**src/rtl/csvr_map.vh**
```
// register map and field layout of the comparator sync and reference control block
// assumes inclusion by bare name from each design file of the block
`ifndef CSVR_MAP_VH
`define CSVR_MAP_VH

// ----------------------------------------
// register byte addresses
// ----------------------------------------
`define CSVR_ADDR_CC2       4'h0
`define CSVR_ADDR_VRC       4'h4

// ----------------------------------------
// comparator_control_two fields
// ----------------------------------------
`define CSVR_CC2_SYNC       0
`define CSVR_CC2_GSS        1
`define CSVR_CC2_HYS        3
`define CSVR_CC2_FCS        4
`define CSVR_CC2_RESET      8'h02
`define CSVR_CC2_WMASK      8'h1b

// ----------------------------------------
// voltage_reference_control fields
// ----------------------------------------
`define CSVR_VRC_LVL_HI     3
`define CSVR_VRC_LVL_LO     0
`define CSVR_VRC_FVR        4
`define CSVR_VRC_RNG        5
`define CSVR_VRC_LAD        7
`define CSVR_VRC_RESET      8'h00
`define CSVR_VRC_WMASK      8'hbf

// ----------------------------------------
// reference routing codes
// ----------------------------------------
`define CSVR_ROUTE_GND      2'h0
`define CSVR_ROUTE_FIXED    2'h1
`define CSVR_ROUTE_LADDER   2'h2

// ----------------------------------------
// counter clock timing, last core_clk count of a slow-clock half period (four cycles)
// ----------------------------------------
`define CSVR_SLOW_HALF_LAST 2'h3

// ----------------------------------------
// bus responses
// ----------------------------------------
`define CSVR_RESP_OKAY      2'h0
`define CSVR_RESP_SLVERR    2'h2

`endif

```
**src/rtl/csvr_clk_src.v**
```verilog
// counter clock source and prescaler for the gated counter
// assumes core_clk stands for the system oscillator; slow clock is an eighth of it, a quarter of the fast clock
`timescale 1ns/1ps
`default_nettype none
`include "csvr_map.vh"

module csvr_clk_src
(
   // clock and reset
   input  wire       core_clk,
   input  wire       rst_b,
   // selects
   input  wire       fastSel,
   input  wire [1:0] prescale,
   // prescaled clock edges, one-cycle pulses
   output reg        psRise,
   output reg        psFall
);

   reg  [1:0] divCnt_ff;   // slow-clock half period counter
   reg        rawClk_ff;   // raw counter clock level
   reg  [2:0] psCnt_ff;    // prescaler ripple count
   reg        psLvlD_ff;   // prescaled level, one cycle late
   wire       rawToggle;   // raw clock flips this cycle
   reg        psLvl;       // prescaled clock level

   // fast clock flips every cycle, slow one every fourth
   assign rawToggle = fastSel | (divCnt_ff == `CSVR_SLOW_HALF_LAST);

   // prescaler tap choice, divide by 1, 2, 4 or 8
   always @*
   begin
      case (prescale)
         2'h1:    psLvl = psCnt_ff[0];
         2'h2:    psLvl = psCnt_ff[1];
         2'h3:    psLvl = psCnt_ff[2];
         default: psLvl = rawClk_ff;
      endcase
   end

   // divider, prescaler and edge detect of the prescaled clock
   always @(posedge core_clk)
   begin
      if (!rst_b)
      begin
         divCnt_ff <= 2'h0;
         rawClk_ff <= 1'b0;
         psCnt_ff  <= 3'h0;
         psLvlD_ff <= 1'b0;
         psRise    <= 1'b0;
         psFall    <= 1'b0;
      end
      else
      begin
         divCnt_ff <= rawToggle ? 2'h0 : divCnt_ff + 2'h1;
         if (rawToggle)
            rawClk_ff <= ~rawClk_ff;
         // prescaler counts raw rising edges
         if (rawToggle && !rawClk_ff)
            psCnt_ff <= psCnt_ff + 3'h1;
         psLvlD_ff <= psLvl;
         psRise    <= psLvl & ~psLvlD_ff;
         psFall    <= ~psLvl & psLvlD_ff;
      end
   end

endmodule
`default_nettype wire

```
**src/rtl/csvr_gate_sel.v**
```verilog
// comparator output synchroniser and counter gate source multiplexer
// assumes psFall marks each falling edge of the prescaled counter clock
`timescale 1ns/1ps
`default_nettype none
`include "csvr_map.vh"

module csvr_gate_sel
(
   // clock and reset
   input  wire core_clk,
   input  wire rst_b,
   // controls
   input  wire syncSel,
   input  wire gateSrcSel,
   // sources
   input  wire compOut,
   input  wire extGatePin,
   input  wire psFall,
   // results
   output wire compToConsumers,
   output wire gateLevel
);

   reg compSync_ff;   // comparator sample from the last falling edge

   // sample only on falling edges so it never races the rising-edge count
   always @(posedge core_clk)
   begin
      if (!rst_b)
         compSync_ff <= 1'b0;
      else if (syncSel && psFall)
         compSync_ff <= compOut;
   end

   // without sync the live comparator level passes straight through
   assign compToConsumers = syncSel ? compSync_ff : compOut;

   // gate source choice: pin when set, comparator when clear
   assign gateLevel = gateSrcSel ? extGatePin : compToConsumers;

endmodule
`default_nettype wire

```
**src/rtl/csvr_top.v**
```verilog
// register bank for comparator sync, counter clock/gate selects and reference control
// assumes an AXI4-Lite master on core_clk; analog parts sit outside on plain controls
//
// Behaviour
// - sync set: sample comparator on counter falling edge
// - sampling uses the prescaled counter clock
// - counter advances on rising edge of clock
// - sync clear: comparator passes through unclocked
// - fast select picks system clock over quarter; here half of core_clk over an eighth
// - hysteresis enable bit drives hysteresis control
// - gate source: pin when set, comparator else
// - unimplemented bits always read as zero
// - ladder enable powers ladder, routes it; else fixed
// - range select: low range or high range
// - four-bit level code picks sixteen ladder levels
// - fixed reference enable bit switches fixed reference
// - fast oscillator running forces fixed reference on
// - both enables low: reference is ground
// - ladder disabled means ladder powered down
// - reference controls independent of comparator settings
// - gating acts only when counter on, gate enabled
//
// The address map and register access over AXI4-Lite were decided locally.
`timescale 1ns/1ps
`default_nettype none
`include "csvr_map.vh"

module csvr_top
(
   // clock and reset
   input  wire        core_clk,
   input  wire        rst_b,
   // axi4-lite write address
   input  wire        s_axi_awvalid,
   output wire        s_axi_awready,
   input  wire [3:0]  s_axi_awaddr,
   input  wire [2:0]  s_axi_awprot,
   // axi4-lite write data
   input  wire        s_axi_wvalid,
   output wire        s_axi_wready,
   input  wire [31:0] s_axi_wdata,
   input  wire [3:0]  s_axi_wstrb,
   // axi4-lite write response
   output wire        s_axi_bvalid,
   input  wire        s_axi_bready,
   output wire [1:0]  s_axi_bresp,
   // axi4-lite read address
   input  wire        s_axi_arvalid,
   output wire        s_axi_arready,
   input  wire [3:0]  s_axi_araddr,
   input  wire [2:0]  s_axi_arprot,
   // axi4-lite read data
   output wire        s_axi_rvalid,
   input  wire        s_axi_rready,
   output wire [31:0] s_axi_rdata,
   output wire [1:0]  s_axi_rresp,
   // comparator and gate inputs
   input  wire        comparatorOut,
   input  wire        externalGatePin,
   // gated counter status
   input  wire        counterRunning,
   input  wire        counterGateEnable,
   input  wire [1:0]  counterPrescale,
   // oscillator status
   input  wire        fastInternalOscillator,
   // counter side results
   output reg         counterIncrement,
   output wire        comparatorToConsumers,
   output reg         counterFastClockSelect,
   // analog comparator controls
   output reg         hysteresisEnable,
   // reference controls
   output reg         ladderPowerOn,
   output reg         ladderRangeSelect,
   output reg  [3:0]  ladderLevelCode,
   output reg         fixedReferenceOn,
   output reg  [1:0]  referenceRoute
);

   // ----------------------------------------
   // register storage
   // ----------------------------------------
   reg  [7:0]  ctrlTwo_ff;     // comparator_control_two
   reg  [7:0]  refCtrl_ff;     // voltage_reference_control
   reg  [7:0]  nxt_ctrlTwo;    // next comparator_control_two
   reg  [7:0]  nxt_refCtrl;    // next voltage_reference_control

   // ----------------------------------------
   // bus slave state
   // ----------------------------------------
   reg         awHeld_ff;      // write address taken, waiting
   reg  [3:0]  awAddr_ff;      // taken write address
   reg         wHeld_ff;       // write data taken, waiting
   reg  [7:0]  wData_ff;       // taken low byte of write data
   reg         wStrb0_ff;      // lane 0 strobe of taken data
   reg         bValid_ff;      // write response pending
   reg  [1:0]  bResp_ff;       // write response code
   reg         rValid_ff;      // read data pending
   reg  [7:0]  rData_ff;       // read data, low byte
   reg  [1:0]  rResp_ff;       // read response code
   reg  [7:0]  rdMux;          // decoded read value
   reg         rdHit;          // read address mapped
   wire        awTake;         // write address handshake
   wire        wTake;          // write data handshake
   wire        arTake;         // read address handshake
   wire        doWrite;        // both halves present, commit now
   wire        wrHitCc2;       // write lands on control two
   wire        wrHitVrc;       // write lands on reference control

   // ----------------------------------------
   // counter clock and gate
   // ----------------------------------------
   wire        psRise;         // prescaled counter clock rising edge
   wire        psFall;         // prescaled counter clock falling edge
   wire        gateLevel;      // selected gate source level
   reg  [1:0]  nxt_route;      // next reference routing

   // ----------------------------------------
   // write channel
   // ----------------------------------------
   // one write in flight; new halves are held off until the response leaves
   assign s_axi_awready = ~awHeld_ff & ~bValid_ff;
   assign s_axi_wready  = ~wHeld_ff & ~bValid_ff;
   assign awTake        = s_axi_awvalid & s_axi_awready;
   assign wTake         = s_axi_wvalid & s_axi_wready;
   assign doWrite       = awHeld_ff & wHeld_ff;
   assign wrHitCc2      = (awAddr_ff == `CSVR_ADDR_CC2);
   assign wrHitVrc      = (awAddr_ff == `CSVR_ADDR_VRC);
   assign s_axi_bvalid  = bValid_ff;
   assign s_axi_bresp   = bResp_ff;

   // address and data halves accepted in either order, response after both
   always @(posedge core_clk)
   begin
      if (!rst_b)
      begin
         awHeld_ff <= 1'b0;
         awAddr_ff <= 4'h0;
         wHeld_ff  <= 1'b0;
         wData_ff  <= 8'h00;
         wStrb0_ff <= 1'b0;
         bValid_ff <= 1'b0;
         bResp_ff  <= `CSVR_RESP_OKAY;
      end
      else
      begin
         if (awTake)
         begin
            awHeld_ff <= 1'b1;
            awAddr_ff <= s_axi_awaddr;
         end
         else if (doWrite)
            awHeld_ff <= 1'b0;
         if (wTake)
         begin
            wHeld_ff  <= 1'b1;
            wData_ff  <= s_axi_wdata[7:0];
            wStrb0_ff <= s_axi_wstrb[0];
         end
         else if (doWrite)
            wHeld_ff <= 1'b0;
         // unmapped address gets slverr, registers untouched
         if (doWrite)
         begin
            bValid_ff <= 1'b1;
            bResp_ff  <= (wrHitCc2 | wrHitVrc) ? `CSVR_RESP_OKAY : `CSVR_RESP_SLVERR;
         end
         else if (s_axi_bready)
            bValid_ff <= 1'b0;
      end
   end

   // ----------------------------------------
   // register update
   // ----------------------------------------
   // only lane 0 carries data; unimplemented bits are masked off on write
   always @*
   begin
      nxt_ctrlTwo = ctrlTwo_ff;
      nxt_refCtrl = refCtrl_ff;
      if (doWrite && wStrb0_ff && wrHitCc2)
         nxt_ctrlTwo = wData_ff & `CSVR_CC2_WMASK;
      if (doWrite && wStrb0_ff && wrHitVrc)
         nxt_refCtrl = wData_ff & `CSVR_VRC_WMASK;
   end

   // registers return to reset state on device reset, gate select reads one
   always @(posedge core_clk)
   begin
      if (!rst_b)
      begin
         ctrlTwo_ff <= `CSVR_CC2_RESET;
         refCtrl_ff <= `CSVR_VRC_RESET;
      end
      else
      begin
         ctrlTwo_ff <= nxt_ctrlTwo;
         refCtrl_ff <= nxt_refCtrl;
      end
   end

   // ----------------------------------------
   // read channel
   // ----------------------------------------
   assign s_axi_arready = ~rValid_ff;
   assign arTake        = s_axi_arvalid & s_axi_arready;
   assign s_axi_rvalid  = rValid_ff;
   assign s_axi_rdata   = {24'h000000, rData_ff};
   assign s_axi_rresp   = rResp_ff;

   // read decode; stored values already hold zeros in unimplemented places
   always @*
   begin
      rdMux = 8'h00;
      rdHit = 1'b1;
      case (s_axi_araddr)
         `CSVR_ADDR_CC2: rdMux = ctrlTwo_ff & `CSVR_CC2_WMASK;
         `CSVR_ADDR_VRC: rdMux = refCtrl_ff & `CSVR_VRC_WMASK;
         default:        rdHit = 1'b0;
      endcase
   end

   // read answered one cycle after the address is taken
   always @(posedge core_clk)
   begin
      if (!rst_b)
      begin
         rValid_ff <= 1'b0;
         rData_ff  <= 8'h00;
         rResp_ff  <= `CSVR_RESP_OKAY;
      end
      else if (arTake)
      begin
         rValid_ff <= 1'b1;
         rData_ff  <= rdMux;
         rResp_ff  <= rdHit ? `CSVR_RESP_OKAY : `CSVR_RESP_SLVERR;
      end
      else if (s_axi_rready)
         rValid_ff <= 1'b0;
   end

   // ----------------------------------------
   // counter clock source and prescaler
   // ----------------------------------------
   csvr_clk_src u_clk_src
   (
      .core_clk (core_clk),
      .rst_b    (rst_b),
      .fastSel  (ctrlTwo_ff[`CSVR_CC2_FCS]),
      .prescale (counterPrescale),
      .psRise   (psRise),
      .psFall   (psFall)
   );

   // ----------------------------------------
   // comparator sync and gate source
   // ----------------------------------------
   csvr_gate_sel u_gate_sel
   (
      .core_clk        (core_clk),
      .rst_b           (rst_b),
      .syncSel         (ctrlTwo_ff[`CSVR_CC2_SYNC]),
      .gateSrcSel      (ctrlTwo_ff[`CSVR_CC2_GSS]),
      .compOut         (comparatorOut),
      .extGatePin      (externalGatePin),
      .psFall          (psFall),
      .compToConsumers (comparatorToConsumers),
      .gateLevel       (gateLevel)
   );

   // ----------------------------------------
   // counter increment
   // ----------------------------------------
   // counting on the rising edge keeps clear of the falling-edge sample;
   // the gate only matters while the counter runs with gating switched on
   always @(posedge core_clk)
   begin
      if (!rst_b)
         counterIncrement <= 1'b0;
      else
         counterIncrement <= psRise & counterRunning &
                             (~counterGateEnable | gateLevel);
   end

   // ----------------------------------------
   // reference routing
   // ----------------------------------------
   // route depends on reference bits only, never on comparator settings
   always @*
   begin
      if (refCtrl_ff[`CSVR_VRC_LAD])
         nxt_route = `CSVR_ROUTE_LADDER;
      else if (refCtrl_ff[`CSVR_VRC_FVR])
         nxt_route = `CSVR_ROUTE_FIXED;
      else
         nxt_route = `CSVR_ROUTE_GND;
   end

   // ----------------------------------------
   // analog control outputs
   // ----------------------------------------
   // registered so the analog side sees glitch-free levels
   always @(posedge core_clk)
   begin
      if (!rst_b)
      begin
         counterFastClockSelect <= 1'b0;
         hysteresisEnable       <= 1'b0;
         ladderPowerOn          <= 1'b0;
         ladderRangeSelect      <= 1'b0;
         ladderLevelCode        <= 4'h0;
         fixedReferenceOn       <= 1'b0;
         referenceRoute         <= `CSVR_ROUTE_GND;
      end
      else
      begin
         counterFastClockSelect <= ctrlTwo_ff[`CSVR_CC2_FCS];
         hysteresisEnable       <= ctrlTwo_ff[`CSVR_CC2_HYS];
         // ladder draws no current while its enable is low
         ladderPowerOn          <= refCtrl_ff[`CSVR_VRC_LAD];
         ladderRangeSelect      <= refCtrl_ff[`CSVR_VRC_RNG];
         ladderLevelCode        <= refCtrl_ff[`CSVR_VRC_LVL_HI:`CSVR_VRC_LVL_LO];
         // oscillator needs the fixed reference, so it overrides the bit
         fixedReferenceOn       <= refCtrl_ff[`CSVR_VRC_FVR] |
                                   fastInternalOscillator;
         referenceRoute         <= nxt_route;
      end
   end

endmodule
`default_nettype wire

```
**config.mk**
```make
export PLATFORM = sky130hd
export DESIGN_NAME = csvr_top
export DESIGN_NICKNAME = d
export VERILOG_FILES = /design/src/rtl/csvr_clk_src.v /design/src/rtl/csvr_gate_sel.v /design/src/rtl/csvr_top.v
export VERILOG_INCLUDE_DIRS = /design/src /design/src/rtl
export SDC_FILE = /design/constraint.sdc
export NUM_CORES = 1
export LEC_CHECK = 0
export BUFFER_PORTS_ARGS = -buffer_cell sky130_fd_sc_hd__clkbuf_2
export CORE_UTILIZATION = 45
export CTS_CLUSTER_DIAMETER = 200
export DETAILED_ROUTE_END_ITERATION = 12
export GPL_TIMING_DRIVEN = 0
export HOLD_SLACK_MARGIN = 0.15
export PLACE_DENSITY = 0.8
export SETUP_SLACK_MARGIN = 0.05
export SKIP_LAST_GASP = 1
export SLEW_MARGIN = 25
export SYNTH_ARGS = -nofsm -noshare
export SYNTH_HDL_FRONTEND = slang
export SYNTH_SLANG_ARGS = --single-unit
```
**constraint.sdc**
```tcl
create_clock -name core_clk -period 1.3 [get_ports core_clk]
set_clock_uncertainty 0.05 [all_clocks]
set_input_delay 0.065 -clock core_clk [delete_from_list [all_inputs] [get_ports core_clk]]
set_output_delay 0.065 -clock core_clk [all_outputs]
set_load 0.03 [all_outputs]
```
==> metrics.cfg <==
[synthesis]
register_area_share_after_synthesis_pct = 49.3
netlist_area_before_placement_um2 = 2310
ys_ff_latch = 57
synth_cells = 242
avgSynthCellArea_um2 = 9.56
synthDistinctLibCells = 33
yosysWarningCount = 0

[worst_hold_path]
worstHoldPathType = in -> reg

[cts]
insertion_delay_ps = 330
htree_levels = 3
holdBufCountCts = 25
cts_buffer_depth = 2
clk_pin_slew_ps = 60
cts_made_buffers = 9
clock_sinks = 57
cts_tree = yes
clock-root-buffer = sky130_fd_sc_hd__clkbuf_8

[sta]
rsz0062_at_grt = yes
slew_headroom_pct = 57.5
setup_violations = 0
fin_ws_ps = 52.2
timing_max_transition_violations_final = 0
achievable-frequency_mhz = 801
fin_crit_sh_pct = 96.0
measured_slew_at_the_worst_slew_check_pin_ps = 637
finalHoldViolations = 0
period_needed_ps = 1250

[place]
dp_slack_ps = -28.8
io_buffer_count = 55
finalWeightedCongestion = 0.712
dpl.hpwl_mm = 3.17

[layout]
nets = 433
most_common_library_cell_in_the_layout_ignoring_fill_and_taps = sky130_fd_sc_hd__clkbuf_2
postLayoutCoreUtil_pct = 69.4
fillCellCount = 388
layout_common_cells = sky130_fd_sc_hd__clkbuf_2, sky130_fd_sc_hd__dfxtp_1, sky130_fd_sc_hd__buf_4, sky130_fd_sc_hd__nor2_1, sky130_fd_sc_hd__mux2i_1
antennaDiodeCount = 0
synthToLayoutAreaGrowth_pct = 45.4
drive_above_1_share_pct = 36.1

[grt]
initial_antenna_violation_count = 0
grt_pass1_wl_mm = 7.94
grt_pass1_vias = 1825
grtUsageTotal_pct = 20.2
grt_start_max_net_pins = 11
grt_overflow = 0

[route]
routed_wire_length_per_instance_um = 11.6
antenna_left = 0
first_iter_violations = 64
drt_pass1_iterations = 4
vias_per_cell = 4.30
num_vias = 1884
residual_drc_count = 0
overall_routed_net_length_mm = 5.08

[pwr]
leakage_power_total_nw = 1.64
vdd.ir_drop.worst_v = 0.000768
power.density_cell_area_nw_per_um2 = 1190

[floorplanning]
placementRows = 25
ioPinCount = 118
die_width_um = 73.7
die_area_um2 = 5430
initial_utilization_pct = 47.7
die-height_um = 73.7
design.core.area_um2 = 4850

[worst_setup_path]
crit_required_ps = 1190
type_of_origin_of_the_critical_path = primary input
crit_type = in -> out
cp-end-kind = primary output
critical_path_arrival_ps = 1130
path_max_fanout = 2

[run]
maxCapViolCount = 0

[outcome]
run_status = completed

per-layer routing:
| layer | GRT usage [%] | vias to the layer above | part of all wire (%) | wire, µm |
|---|---|---|---|---|
| li1 | - | 989 | - | - |
| met1 | 21.4 | 829 | 43 | 2190 |
| met2 | 35.0 | 56 | 50 | 2570 |
| met3 | 6.58 | 10 | 4.4 | 222 |
| met4 | 11.8 | 0 | 2.0 | 102 |
| met5 | 0 | - | 0 | 0 |
area by class of cell:
cell class / instances / area [µm²] / area share, %
buffer: 38 / 282 / 8.37
clock buffer: 12 / 165 / 4.91
clock inverter: 3 / 15.0 / 0.446
inverter: 13 / 48.8 / 1.45
multi-input combinational: 158 / 1010 / 29.9
sequential: 57 / 1150 / 34.3
tap: 67 / 83.8 / 2.49
timing repair buffer: 90 / 611 / 18.1
path summary, 6_finish.rpt:
path                                from                    end  slack [ps]  cells past startpoint
hold / removal           s_axi_araddr[0]            rData_ff[5]          60                      4
setup reg to reg  u_clk_src.divCnt_ff[1]  u_clk_src.psCnt_ff[2]          60                      4
hold reg to reg      u_clk_src.psLvlD_ff       u_clk_src.psRise         370                      1
setup / recovery           comparatorOut  comparatorToConsumers          50                      4
synth_stat cells (all sizes together):
cell type / n / share of area, %
dfxtp: 57 / 49
buf: 35 / 11
mux2i: 29 / 13
nor2: 29 / 4.7
nand2: 25 / 4.1
inv: 13 / 2.1
a21oi: 12 / 2.6
a211oi: 5 / 1.6
clkbuf: 5 / 0.81
and3: 3 / 0.81
nand2b: 3 / 0.81
nand4: 3 / 0.81
nor3b: 3 / 1.5
ha: 2 / 1.1
nand3: 2 / 0.43
nor2b: 2 / 0.54
nor3: 2 / 0.43
o21ai: 2 / 0.43
a311oi: 1 / 0.38
and2: 1 / 0.38
and3b: 1 / 0.38
conb: 1 / 0.16
mux2: 1 / 0.49
mux4: 1 / 0.97
nor4: 1 / 0.27
o21bai: 1 / 0.32
or3: 1 / 0.27
xor2: 1 / 0.38
critical path: stages:
cell                            delay (ps)
sky130_fd_sc_hd__clkbuf_2               70
sky130_fd_sc_hd__dlygate4sd3_1         560
sky130_fd_sc_hd__mux2_4                290
sky130_fd_sc_hd__buf_6                 140
registers in the layout, summed over array words and instances, names as in the netlist, 2 cells and up:
name,flops
wData_ff,7
ctrlTwo_ff,4
awAddr_ff,4
rData_ff,7
u_clk_src.divCnt_ff,2
u_clk_src.psCnt_ff,3
ladderLevelCode,4
refCtrl_ff,7
timing repair:
| action | 4_1_cts | 5_1_grt |
|---|---|---|
| gates resized for setup | 15 | 20 |
| buffers inserted | 5 | 4 |
| setup endpoints to repair | 21 | 32 |
| endpoints found under the hold margin | 29 | 3 |
| pin swaps | 2 | 7 |
| gates cloned | 1 | 0 |
power breakdown:
group          internal, mW  total [mW]  leakage (nW)  switching, mW
Sequential             1.81        1.87         0.467         0.0536
Clock                 0.826        1.48        0.0980          0.658
Combinational         0.293       0.641          1.08          0.347
Total                  2.93        3.99          1.64           1.06
through the flow:
stage                     hold slack (ps)  power, mW  cell area, µm²  std cells  TNS (ps)
after floorplan                       103       2.30            2410        268         0
after global placement                188       2.40            2770        390     -6.28
after detailed placement              199       2.41            2770        390     -28.8
after CTS                            37.3       4.00            3290        436     -16.7
after global routing                 64.4       4.16            3360        438     -17.3
final                                58.5       3.99            3360        438         0
logic make-up after synthesis:
| logic type | Yosys count | share of synthesized area, % |
|---|---|---|
| AND/OR/NAND/NOR | 76 | 15.4 |
| other | 1 | 0.162 |
| flip-flops | 57 | 49.3 |
| XOR/XNOR | 1 | 0.378 |
| buffers and inverters | 53 | 14.4 |
| adder cells (fa/ha/maj) | 2 | 1.08 |
| multiplexers | 31 | 14.0 |
| AO/OA/AOI/OAI | 21 | 5.35 |
No activity file was read; power rests on OpenSTA's default activity.
